[config.mk]
export PLATFORM = sky130hd
export DESIGN_NAME = exec_unit
export DESIGN_NICKNAME = d
export VERILOG_FILES = /design/src/rtl/exec_pkg.sv /design/src/rtl/exec_alu.sv /design/src/rtl/exec_unit.sv
export SDC_FILE = /design/constraint.sdc
export NUM_CORES = 1
export LEC_CHECK = 0
export BUFFER_PORTS_ARGS = -buffer_cell sky130_fd_sc_hd__buf_2
export CORE_UTILIZATION = 45
export CTS_BUF_LIST = sky130_fd_sc_hd__clkbuf_8
export DETAILED_ROUTE_END_ITERATION = 12
export GPL_TIMING_DRIVEN = 0
export PLACE_DENSITY = 0.74
export SYNTH_ARGS = -nofsm -noshare
export SYNTH_HDL_FRONTEND = slang
export SYNTH_SLANG_ARGS = --single-unit
[constraint.sdc]
create_clock -name mclk_in -period 2.5 [get_ports mclk_in]
set_input_delay 0 -clock mclk_in [delete_from_list [all_inputs] [get_ports mclk_in]]
set_output_delay 0 -clock mclk_in [all_outputs]
set_load 0.03 [all_outputs]
[src/rtl/exec_pkg.sv]
package exec_pkg;

    typedef enum logic [3:0] {
        rotate_left_carry_op,
        rotate_right_carry_op,
        literal_minus_acc_op,
        reg_minus_acc_op,
        reg_minus_acc_borrow_op,
        nibble_exchange_op,
        literal_xor_op,
        register_xor_op,
        pin_direction_load_op,
        sleep_op
    } op_t;

    // Operand carries the literal, the register value or the port select
    typedef struct packed {
        op_t op;
        logic dest;
        logic [6:0] addr;
        logic [7:0] opnd;
    } op_req_t;

    typedef struct packed {
        logic we;
        logic [6:0] addr;
        logic [7:0] data;
    } file_wr_t;

    typedef struct packed {
        logic watchdog_expiry_flag;
        logic powerdown_flag;
        logic z;
        logic half_carry_flag;
        logic c;
    } flags_t;

    // Register word indexes
    localparam logic [2:0] ACC_OFS = 3'h0;
    localparam logic [2:0] STATUS_OFS = 3'h1;
    localparam logic [2:0] DIR_A_OFS = 3'h2;
    localparam logic [2:0] DIR_B_OFS = 3'h3;
    localparam logic [2:0] DIR_C_OFS = 3'h4;
    localparam logic [2:0] WATCHDOG_OFS = 3'h5;
    localparam logic [2:0] STATE_OFS = 3'h6;

    // Reset values
    localparam logic [7:0] ACC_RST = 8'h00;
    localparam logic [7:0] DIR_RST = 8'hff;
    localparam flags_t FLAGS_RST = 5'h18;
    localparam logic [7:0] WATCHDOG_CLR = 8'h00;

    // Direction load selects and destination code
    localparam logic [2:0] SEL_A = 3'h5;
    localparam logic [2:0] SEL_B = 3'h6;
    localparam logic [2:0] SEL_C = 3'h7;
    localparam logic DEST_ACC = 1'b0;

    function automatic logic is_reg_op(input op_t op);
        return op inside {rotate_left_carry_op, rotate_right_carry_op,
                          reg_minus_acc_op, reg_minus_acc_borrow_op,
                          nibble_exchange_op, register_xor_op};
    endfunction

endpackage

[src/rtl/exec_alu.sv]
module exec_alu (
    // Operation
    input exec_pkg::op_req_t req_in,
    input logic [7:0] acc_in,
    input exec_pkg::flags_t flags_in,
    // Result
    output logic [7:0] result_out,
    output exec_pkg::flags_t flags_out,
    output logic to_acc_out,
    output logic to_file_out,
    output logic [2:0] dir_we_out
);
    logic cin;
    logic [8:0] diff;
    logic [4:0] half;
    logic [7:0] x;

    always_comb begin
        x = req_in.opnd;
        cin = (req_in.op == exec_pkg::reg_minus_acc_borrow_op) ?
              flags_in.c : 1'b1;
        diff = {1'b0, x} + {1'b0, ~acc_in} + {8'h00, cin};
        half = {1'b0, x[3:0]} + {1'b0, ~acc_in[3:0]} + {4'h0, cin};
        flags_out = flags_in;
        result_out = x;
        dir_we_out = 3'h0;
        to_file_out = exec_pkg::is_reg_op(req_in.op) &&
                      req_in.dest != exec_pkg::DEST_ACC;
        to_acc_out = (exec_pkg::is_reg_op(req_in.op) &&
                      req_in.dest == exec_pkg::DEST_ACC) ||
                     req_in.op == exec_pkg::literal_minus_acc_op ||
                     req_in.op == exec_pkg::literal_xor_op;
        case (req_in.op)
            exec_pkg::rotate_left_carry_op: begin
                result_out = {x[6:0], flags_in.c};
                flags_out.c = x[7];
            end
            exec_pkg::rotate_right_carry_op: begin
                result_out = {flags_in.c, x[7:1]};
                flags_out.c = x[0];
            end
            exec_pkg::literal_minus_acc_op,
            exec_pkg::reg_minus_acc_op,
            exec_pkg::reg_minus_acc_borrow_op: begin
                result_out = diff[7:0];
                flags_out.c = diff[8];
                flags_out.half_carry_flag = half[4];
                flags_out.z = (diff[7:0] == 8'h00);
            end
            exec_pkg::nibble_exchange_op: begin
                result_out = {x[3:0], x[7:4]};
            end
            exec_pkg::literal_xor_op,
            exec_pkg::register_xor_op: begin
                result_out = x ^ acc_in;
                flags_out.z = ((x ^ acc_in) == 8'h00);
            end
            exec_pkg::pin_direction_load_op: begin
                result_out = acc_in;
                // Whole operand compared: aliases of 5..7 load nothing
                dir_we_out[0] = (x == {5'h00, exec_pkg::SEL_A});
                dir_we_out[1] = (x == {5'h00, exec_pkg::SEL_B});
                dir_we_out[2] = (x == {5'h00, exec_pkg::SEL_C});
            end
            default: begin
                result_out = x;
            end
        endcase
    end

endmodule // exec_alu

[src/rtl/exec_unit.sv]
// The address map and the Avalon-MM register port were chosen for this implementation.
module exec_unit (
    // Clock and reset
    input logic mclk_in,
    input logic rst_in,
    // Decoder side
    input logic op_valid_in,
    input exec_pkg::op_req_t op_req_in,
    output logic op_ready_out,
    // Register file write
    output exec_pkg::file_wr_t file_wr_out,
    // Port direction and power
    output logic [7:0] port_a_direction_out,
    output logic [7:0] port_b_direction_out,
    output logic [7:0] port_c_direction_out,
    output logic sleep_out,
    output logic osc_halt_out,
    input logic wake_in,
    // Avalon-MM slave
    input logic [2:0] avs_address_in,
    input logic avs_read_in,
    input logic avs_write_in,
    input logic [31:0] avs_writedata_in,
    input logic [3:0] avs_byteenable_in,
    output logic [31:0] avs_readdata_out,
    output logic avs_waitrequest_out
);
    logic [7:0] acc_ff;
    exec_pkg::flags_t flags_ff;
    logic [7:0] dir_a_ff;
    logic [7:0] dir_b_ff;
    logic [7:0] dir_c_ff;
    logic [7:0] presc_ff;
    logic [7:0] watchdog_counter_ff;
    logic sleep_ff;
    exec_pkg::file_wr_t file_wr_ff;
    logic ack_ff;
    logic [31:0] rdata_ff;

    logic bus_req;
    logic op_fire;
    logic bus_wr;
    logic is_sleep;
    logic [7:0] nxt_rdata;
    logic [7:0] alu_result;
    exec_pkg::flags_t alu_flags;
    logic alu_to_acc;
    logic alu_to_file;
    logic [2:0] alu_dir_we;
    logic [7:0] wdata;

    exec_alu u_alu (
        .req_in(op_req_in),
        .acc_in(acc_ff),
        .flags_in(flags_ff),
        .result_out(alu_result),
        .flags_out(alu_flags),
        .to_acc_out(alu_to_acc),
        .to_file_out(alu_to_file),
        .dir_we_out(alu_dir_we)
    );

    // Bus and decoder never act in the same cycle, so no write race
    assign bus_req = avs_read_in | avs_write_in;
    assign op_ready_out = ~sleep_ff & ~(bus_req & ack_ff);
    assign op_fire = op_valid_in & op_ready_out;
    assign bus_wr = avs_write_in & ack_ff & avs_byteenable_in[0];
    assign wdata = avs_writedata_in[7:0];
    assign is_sleep = op_fire && op_req_in.op == exec_pkg::sleep_op;
    assign avs_waitrequest_out = bus_req & ~ack_ff;
    assign avs_readdata_out = rdata_ff;
    assign file_wr_out = file_wr_ff;
    assign port_a_direction_out = dir_a_ff;
    assign port_b_direction_out = dir_b_ff;
    assign port_c_direction_out = dir_c_ff;
    assign sleep_out = sleep_ff;
    assign osc_halt_out = sleep_ff;

    // Accumulator
    always_ff @(posedge mclk_in) begin
        if (rst_in) begin
            acc_ff <= exec_pkg::ACC_RST;
        end else if (op_fire && alu_to_acc) begin
            acc_ff <= alu_result;
        end else if (bus_wr && avs_address_in == exec_pkg::ACC_OFS) begin
            acc_ff <= wdata;
        end
    end

    // Status flags
    always_ff @(posedge mclk_in) begin
        if (rst_in) begin
            flags_ff <= exec_pkg::FLAGS_RST;
        end else if (is_sleep) begin
            flags_ff.watchdog_expiry_flag <= 1'b1;
            flags_ff.powerdown_flag <= 1'b0;
        end else if (op_fire) begin
            flags_ff <= alu_flags;
        end else if (bus_wr &&
                     avs_address_in == exec_pkg::STATUS_OFS) begin
            flags_ff <= wdata[4:0];
        end
    end

    // Port direction registers
    always_ff @(posedge mclk_in) begin
        if (rst_in) begin
            dir_a_ff <= exec_pkg::DIR_RST;
            dir_b_ff <= exec_pkg::DIR_RST;
            dir_c_ff <= exec_pkg::DIR_RST;
        end else if (op_fire) begin
            if (alu_dir_we[0]) begin
                dir_a_ff <= alu_result;
            end
            if (alu_dir_we[1]) begin
                dir_b_ff <= alu_result;
            end
            if (alu_dir_we[2]) begin
                dir_c_ff <= alu_result;
            end
        end else if (bus_wr) begin
            if (avs_address_in == exec_pkg::DIR_A_OFS) begin
                dir_a_ff <= wdata;
            end
            if (avs_address_in == exec_pkg::DIR_B_OFS) begin
                dir_b_ff <= wdata;
            end
            if (avs_address_in == exec_pkg::DIR_C_OFS) begin
                dir_c_ff <= wdata;
            end
        end
    end

    // Watchdog keeps counting in sleep: it is clocked by mclk_in like the rest of the block
    always_ff @(posedge mclk_in) begin
        if (rst_in || is_sleep) begin
            presc_ff <= exec_pkg::WATCHDOG_CLR;
            watchdog_counter_ff <= exec_pkg::WATCHDOG_CLR;
        end else begin
            presc_ff <= presc_ff + 8'h01;
            if (presc_ff == 8'hff) begin
                watchdog_counter_ff <= watchdog_counter_ff + 8'h01;
            end
        end
    end

    // Sleep state
    always_ff @(posedge mclk_in) begin
        if (rst_in) begin
            sleep_ff <= 1'b0;
        end else if (is_sleep) begin
            sleep_ff <= 1'b1;
        end else if (wake_in) begin
            sleep_ff <= 1'b0;
        end
    end

    // Register file write, one cycle after the operation
    always_ff @(posedge mclk_in) begin
        if (rst_in) begin
            file_wr_ff <= '0;
        end else begin
            file_wr_ff.we <= op_fire & alu_to_file;
            file_wr_ff.addr <= op_req_in.addr;
            file_wr_ff.data <= alu_result;
        end
    end

    // Read mux; unmapped words read zero
    always_comb begin
        case (avs_address_in)
            exec_pkg::ACC_OFS: nxt_rdata = acc_ff;
            exec_pkg::STATUS_OFS: nxt_rdata = {3'h0, flags_ff};
            exec_pkg::DIR_A_OFS: nxt_rdata = dir_a_ff;
            exec_pkg::DIR_B_OFS: nxt_rdata = dir_b_ff;
            exec_pkg::DIR_C_OFS: nxt_rdata = dir_c_ff;
            exec_pkg::WATCHDOG_OFS: nxt_rdata = watchdog_counter_ff;
            exec_pkg::STATE_OFS: nxt_rdata = {7'h00, sleep_ff};
            default: nxt_rdata = 8'h00;
        endcase
    end

    // Bus answer one cycle after request unless an op takes the cycle
    always_ff @(posedge mclk_in) begin
        if (rst_in) begin
            ack_ff <= 1'b0;
            rdata_ff <= 32'h00000000;
        end else begin
            ack_ff <= bus_req & ~ack_ff & ~op_fire;
            if (avs_read_in && !ack_ff && !op_fire) begin
                rdata_ff <= {24'h000000, nxt_rdata};
            end
        end
    end

    // Helper state for checks
    logic last_fire_ff;
    exec_pkg::op_req_t last_req_ff;
    logic [7:0] last_acc_ff;
    exec_pkg::flags_t last_flags_ff;
    logic [7:0] k;
    logic [7:0] w;

    always_ff @(posedge mclk_in) begin
        if (rst_in) begin
            last_fire_ff <= 1'b0;
            last_req_ff <= '0;
            last_acc_ff <= 8'h00;
            last_flags_ff <= '0;
        end else begin
            last_fire_ff <= op_fire;
            last_req_ff <= op_req_in;
            last_acc_ff <= acc_ff;
            last_flags_ff <= flags_ff;
        end
    end

    assign k = last_req_ff.opnd;
    assign w = last_acc_ff;
endmodule // exec_unit

# Yosys cells after proc, flatten, opt, wreduce, memory -nomap -nowiden
# Cells that the tools add are included.
# totals
register_bits,79
in_bits,65
# op_classes
addsub,6
n_eq_ne,26
mux,26
bitwise_logic,18
reduce_logical,37
# op_table
operator,n
8-bit two-way mux,14
8-bit case mux with 7 select lines,1
8-bit case mux with 6 select lines,1
"8-bit by 3-bit == test with 1-bit output, second input constant",3
3-bit AND reduction,6
"8-bit by 1-bit adder with 8-bit output, second input constant",2
"4-bit by 3-bit == test with 1-bit output, second input constant",4
8-bit zero test,2
2-bit nonzero test,8
"2-bit by 1-bit != test with 1-bit output, second input constant",5
8-bit by 8-bit adder with 9-bit output,1
9-bit by 1-bit adder with 9-bit output,1
"3-bit == test, second input constant",3
1-bit AND,8
"4-bit by 2-bit == test with 1-bit output, second input constant",2
"4-bit == test, second input constant",2
"8-bit == test, second input constant",1
1-bit logical AND,8
4-bit two-way mux,2
8-bit NOT,1
8-bit XOR,1
"3-bit by 2-bit == test with 1-bit output, second input constant",2
1-bit NOT,6
6-bit nonzero test,1
other kinds (19),28

# Depth between registers and ports, before layout
# logic_depth
ltp_word,8
mapped_depth,13
ltp_nobuf,12

# By module
# From an unflattened synthesis, not the netlist that was laid out.
# unflattened
hier_cells,594
hier_area_um2,4799.6
# modules_own_cells
module,n_inst,cells_each,area_per_inst_um2
exec_unit,1,419,3704.8
exec_alu,1,175,1094.8

# Least setup slack after synthesis
# Ideal clock, no wire load.
# synth_path
path_type,input to register
startpoint,input port op_req_in[17] in the netlist's numbering
endpoint,"register dir_a_ff[1], in the netlist port_a_direction_out[1]"
arrival_ns,2.454
required_ns,2.440
path_slack_ns,-0.014
cell_stages,13
cell_sequence,buf_4 > nor2_1 > nand2_1 > or2_2 > fa_1 > inv_1 > fa_1 > or2_2 > a21oi_1 > o21ai_0 > a41o_1 > nor2_2 > o32a_1
# synth_via
elab_chain_cells,6
elab_cells_between_ends,19
# synth_rtl
element,line_no,text
from (decl),exec_unit.sv:8,"input exec_pkg::op_req_t op_req_in,"
4-bit by 3-bit == test with 1-bit output,"exec_alu.sv:20, exec_alu.sv:33",
1-bit two-way mux,exec_alu.sv:20,cin = (req_in.op == exec_pkg::reg_minus_acc_borrow_op) ?
9-bit by 1-bit adder with 9-bit output,exec_alu.sv:22,"diff = {1'b0, x} + {1'b0, ~acc_in} + {8'h00, cin};"
8-bit case mux with 6 select lines,exec_alu.sv:33,case (req_in.op)
8-bit two-way mux,exec_unit.sv:112,if (alu_dir_we[0]) begin
8-bit two-way mux,exec_unit.sv:111,end else if (op_fire) begin
to (signal assigned),exec_unit.sv:108,dir_a_ff <= exec_pkg::DIR_RST;
to (signal assigned),exec_unit.sv:113,dir_a_ff <= alu_result;
to (signal assigned),exec_unit.sv:123,dir_a_ff <= wdata;
to (decl),exec_unit.sv:30,logic [7:0] dir_a_ff;
# Parallel ways exist; a longest one is shown, timed or not. The select of a mux whose other input is x is not followed.
# A chain may end at the register's enable or synchronous reset.

# Worst setup path in the final report
# layout_path
startpoint,register flags_ff[0] in the netlist's numbering
endpoint,"register dir_b_ff[1], in the netlist port_b_direction_out[1]"
# layout_via
elab_chain_cells,5
# layout_rtl
element,line_no,text
from (decl),exec_unit.sv:29,exec_pkg::flags_t flags_ff;
from (signal assigned),exec_unit.sv:93,flags_ff <= exec_pkg::FLAGS_RST;
from (signal assigned),exec_unit.sv:98,flags_ff <= alu_flags;
from (signal assigned),exec_unit.sv:101,flags_ff <= wdata[4:0];
1-bit two-way mux,exec_alu.sv:20,
9-bit by 1-bit adder with 9-bit output,exec_alu.sv:22,
8-bit case mux with 6 select lines,exec_alu.sv:33,
8-bit two-way mux,exec_unit.sv:115,if (alu_dir_we[1]) begin
8-bit two-way mux,exec_unit.sv:111,
to (signal assigned),exec_unit.sv:109,dir_b_ff <= exec_pkg::DIR_RST;
to (signal assigned),exec_unit.sv:116,dir_b_ff <= alu_result;
to (signal assigned),exec_unit.sv:126,dir_b_ff <= wdata;
to (decl),exec_unit.sv:31,logic [7:0] dir_b_ff;
# No other way between the ends. The select of a mux whose other input is x is not followed.

==> results.txt <==
Warnings from Yosys: 0
Worst r2r src: flags_ff[0]$_SDFFE_PP0P_
Core Region: 10300 um2
Worst vdd ir: 0.307 mV
Largest net degree at the start of global routing: 14
Post-synthesis instance area: 4790 um2
Final Cycle Share: 1.00
Area contributors post-synth: dfxtp_1 (33%), buf_4 (4.5%), nor2_1 (4.5%)
Setup WS post-layout: 0.531 ps
Period minus WS final: 2500 ps
Vias in the first global route: 4621
Internal: 2.04 mW
WL final: 15200 um
Logic pwr share: 0.255
Post-Synth XOR/XNOR Area: 0.0329
Via Count: 4897
Synthesized flop and latch total: 79
Final slew viol count: 0
Cell Area, Placed: 5480 um2
Leakage: 2.50 nW
Required @ worst endpoint: 2810 ps
Routed len/inst: 18.1 um
Most frequent cells in the layout: buf_2 (98), dfxtp_1 (78), nor2_1 (56)
Sw frac: 0.328
Number of DRC markers in iteration 0: 522
Maximum fanout along the worst path: 3
Total power: 3.04 mW
Setup TNS: 0 ps
# DRC: 0
Slowest cell delay on critical path: 450 ps
Overflow after GRT: 0
Site row count: 37
Fill cells: 935
RePlAce Congestion: 0.908
Final Net Count: 775
Syn_area_per_cell: 8.56 um2
Port bufs: 86
I/O Pins: 141
Synth top area share: 0.330
Top_reg_cell synth: dfxtp_1
Dpl hpwl: 11500 um
Total clock buffers created by CTS: 9
Post-synthesis instance total: 560
Mux cell area share after synthesis: 0.0697
ANT nets after route: 0
Data arrival, critical path: 2810 ps
Most common cell after layout, fill and taps aside: buf_2
Min-Delay Path Class: input pin to flip-flop
Fin cells: 839
Status: finished, final reports clean
Layout cells sized above 1: 0.286
Placed cell count: 805
Htree depth: 3
Hold Fails Final Rpt: 0
Max Clock Freq: 400 MHz
Largest family of logic cells by synthesized area: compound AO/OA/AOI/OAI gates
Die W: 105 um
Post-DR vias/cell: 5.84
Clk pwr share: 0.308
Post-synth EDFFs: 0
Die height: 105 um
Die ar.: 11100 um2
CTS tree: built
Slowest CP cell: fa_2
Setup CP Type: flip-flop to flip-flop
Synth cell types: 71
Cell taking the most area after synthesis: dfxtp_1
Switch Pwr: 0.999 mW
Slew margin rel.: 0.556
Max Cap Viol: 0
Root buffer cell: clkbuf_8
Setup WS pre-CTS: -442 ps
Initial antenna violation count: 0
Hold Path Origin: avs_write_in
Clock slew at reported path FFs: 80 ps
Critical Path Source: flags_ff[0]$_SDFFE_PP0P_
Unrepaired setup endpoints after global routing: true
Clock Tree Buf Depth: 2
Reg power frac: 0.437
Simple-Gate Fraction of Synth Area: 0.209
Worst-Margin Slew: 666 ps
Sequential-to-total area share from yosys stat: 0.330
Clk sinks: 79
Crit path cell chain: or2_4 > fa_2 > inv_2 > fa_2 > or2_4 > a21oi_2 > o21ai_1 > a41o_2 > nor2_4 > o32a_1
Multi-input combinational cell area: 2910 um2
Finished layout cell area: 5930 um2
Power per cell area: 513 nW/um2
Initial Util: 0.464
First-pass iteration count of the detailed router: 5
Setup violations, final: 0
First-pass GRT wire length: 24100 um
FF/Latch Area: 1590 um2
Worst setup SP type: flip-flop
Share of the synthesized area in compound gates (AO/OA/AOI/OAI): 0.225
Synth Area in Adders: 0.0345
Worst Skew: 8.58 ps
Post-synthesis async set-or-reset flop share: 0
Clk Latency, worst-skew pair: 370 ps
Total track usage: 0.281
Worst Setup End Kind: flip-flop
Synth-to-Final Area Change: 23.8%
N_diodes: 0
[state kept, by name, summed over array words and instances, names as in the netlist]
signal / cells
acc_ff: 8
osc_halt_out: 1
port_b_direction_out: 8
presc_ff: 8
ack_ff: 1
port_a_direction_out: 8
watchdog_counter_ff: 8
file_wr_out: 16
flags_ff: 5
port_c_direction_out: 8
avs_readdata_out: 8
[power by group through the flow]
| stage | combinational, mW | clock, mW | sequential [mW] |
|---|---|---|---|
| 6_report | 0.775 | 0.937 | 1.33 |
| 5_1_grt | 0.829 | 0.997 | 1.34 |
| 4_1_cts | 0.738 | 0.948 | 1.33 |
| 3_5_place_dp | 0.701 | 0 | 1.36 |
| 3_3_place_gp | 0.696 | 0 | 1.36 |
| 2_1_floorplan | 0.460 | 0 | 1.41 |
[synthesized netlist by cell type, types with 8 or more instances]
| library cell | instances |
|---|---|
| dfxtp_1 | 79 |
| nor2_1 | 57 |
| nand2_1 | 32 |
| a21oi_1 | 29 |
| buf_4 | 29 |
| nor3_1 | 29 |
| mux2i_1 | 21 |
| a221oi_1 | 18 |
| inv_1 | 18 |
| nor2b_1 | 18 |
| a22oi_1 | 14 |
| o21ai_0 | 13 |
| buf_2 | 12 |
| clkbuf_1 | 12 |
| xor2_1 | 12 |
| mux2_2 | 11 |
| ha_1 | 10 |
| nand3_1 | 10 |
| a31oi_1 | 8 |
[final cells by class]
class	instances	area share
multi-input cells	425	0.491
flip-flops and latches	79	0.267
repair buffers	104	0.101
plain buffers	61	0.0684
well taps	136	0.0287
clock buffers	9	0.0209
inverters	18	0.0114
clock inverters	7	0.0112
[cell families (layout without fill, tap and decap cells)]
group / count (synthesis) / count (layout)
compound gates: 144 / 144
mux: 32 / 32
flops: 79 / 79
buf+inv: 79 / 199
simple gates: 195 / 195
fa+ha+maj: 12 / 12
xor+xnor: 18 / 18
other cells: 1 / 24
[worst paths after layout]
check | end | slack (ps) | cells past startpoint
setup / recovery | port_b_direction_out[1]$_SDFFE_PP1P_ | 0.5 | 10
hold / removal | ack_ff$_SDFF_PP0_ | 10 | 3
setup reg to reg | port_b_direction_out[1]$_SDFFE_PP1P_ | 0.5 | 10
hold reg to reg | flags_ff[3]$_SDFFE_PP1P_ | 470 | 2
[layer usage]
| metal | wire [um] | track usage |
|---|---|---|
| met1 | 6570 | 0.373 |
| met2 | 6940 | 0.439 |
| met3 | 1300 | 0.0536 |
| met4 | 359 | 0.125 |
| met5 | 0 | 0 |
[worst max-delay path, delay by kind of cell, from the launching register on]
family          cells  cell delay [ps]
compound gates      4              620
fa+ha+maj           2              800
flops               1              360
simple gates        3              600
buf+inv             1               60
[per-stage QoR]
stage / hold slack, ps / utilization
2_1_floorplan: 121 / -
3_3_place_gp: 213 / 0.531
3_5_place_dp: 215 / 0.531
4_1_cts: 2.28 / 0.568
5_1_grt: 54.2 / 0.574
6_report: 11.0 / 0.574
[timing repair]
item | 4_1_cts | 5_1_grt
pin swaps | 10 | 12
gates cloned | 0 | 0
gates resized for setup | 13 | 9
hold buffers | 13 | 0
endpoints found under the setup margin | 23 | 17
buffers inserted | 3 | 2
endpoints found under the hold margin | 13 | 0
No activity file was read; power rests on OpenSTA's default activity.
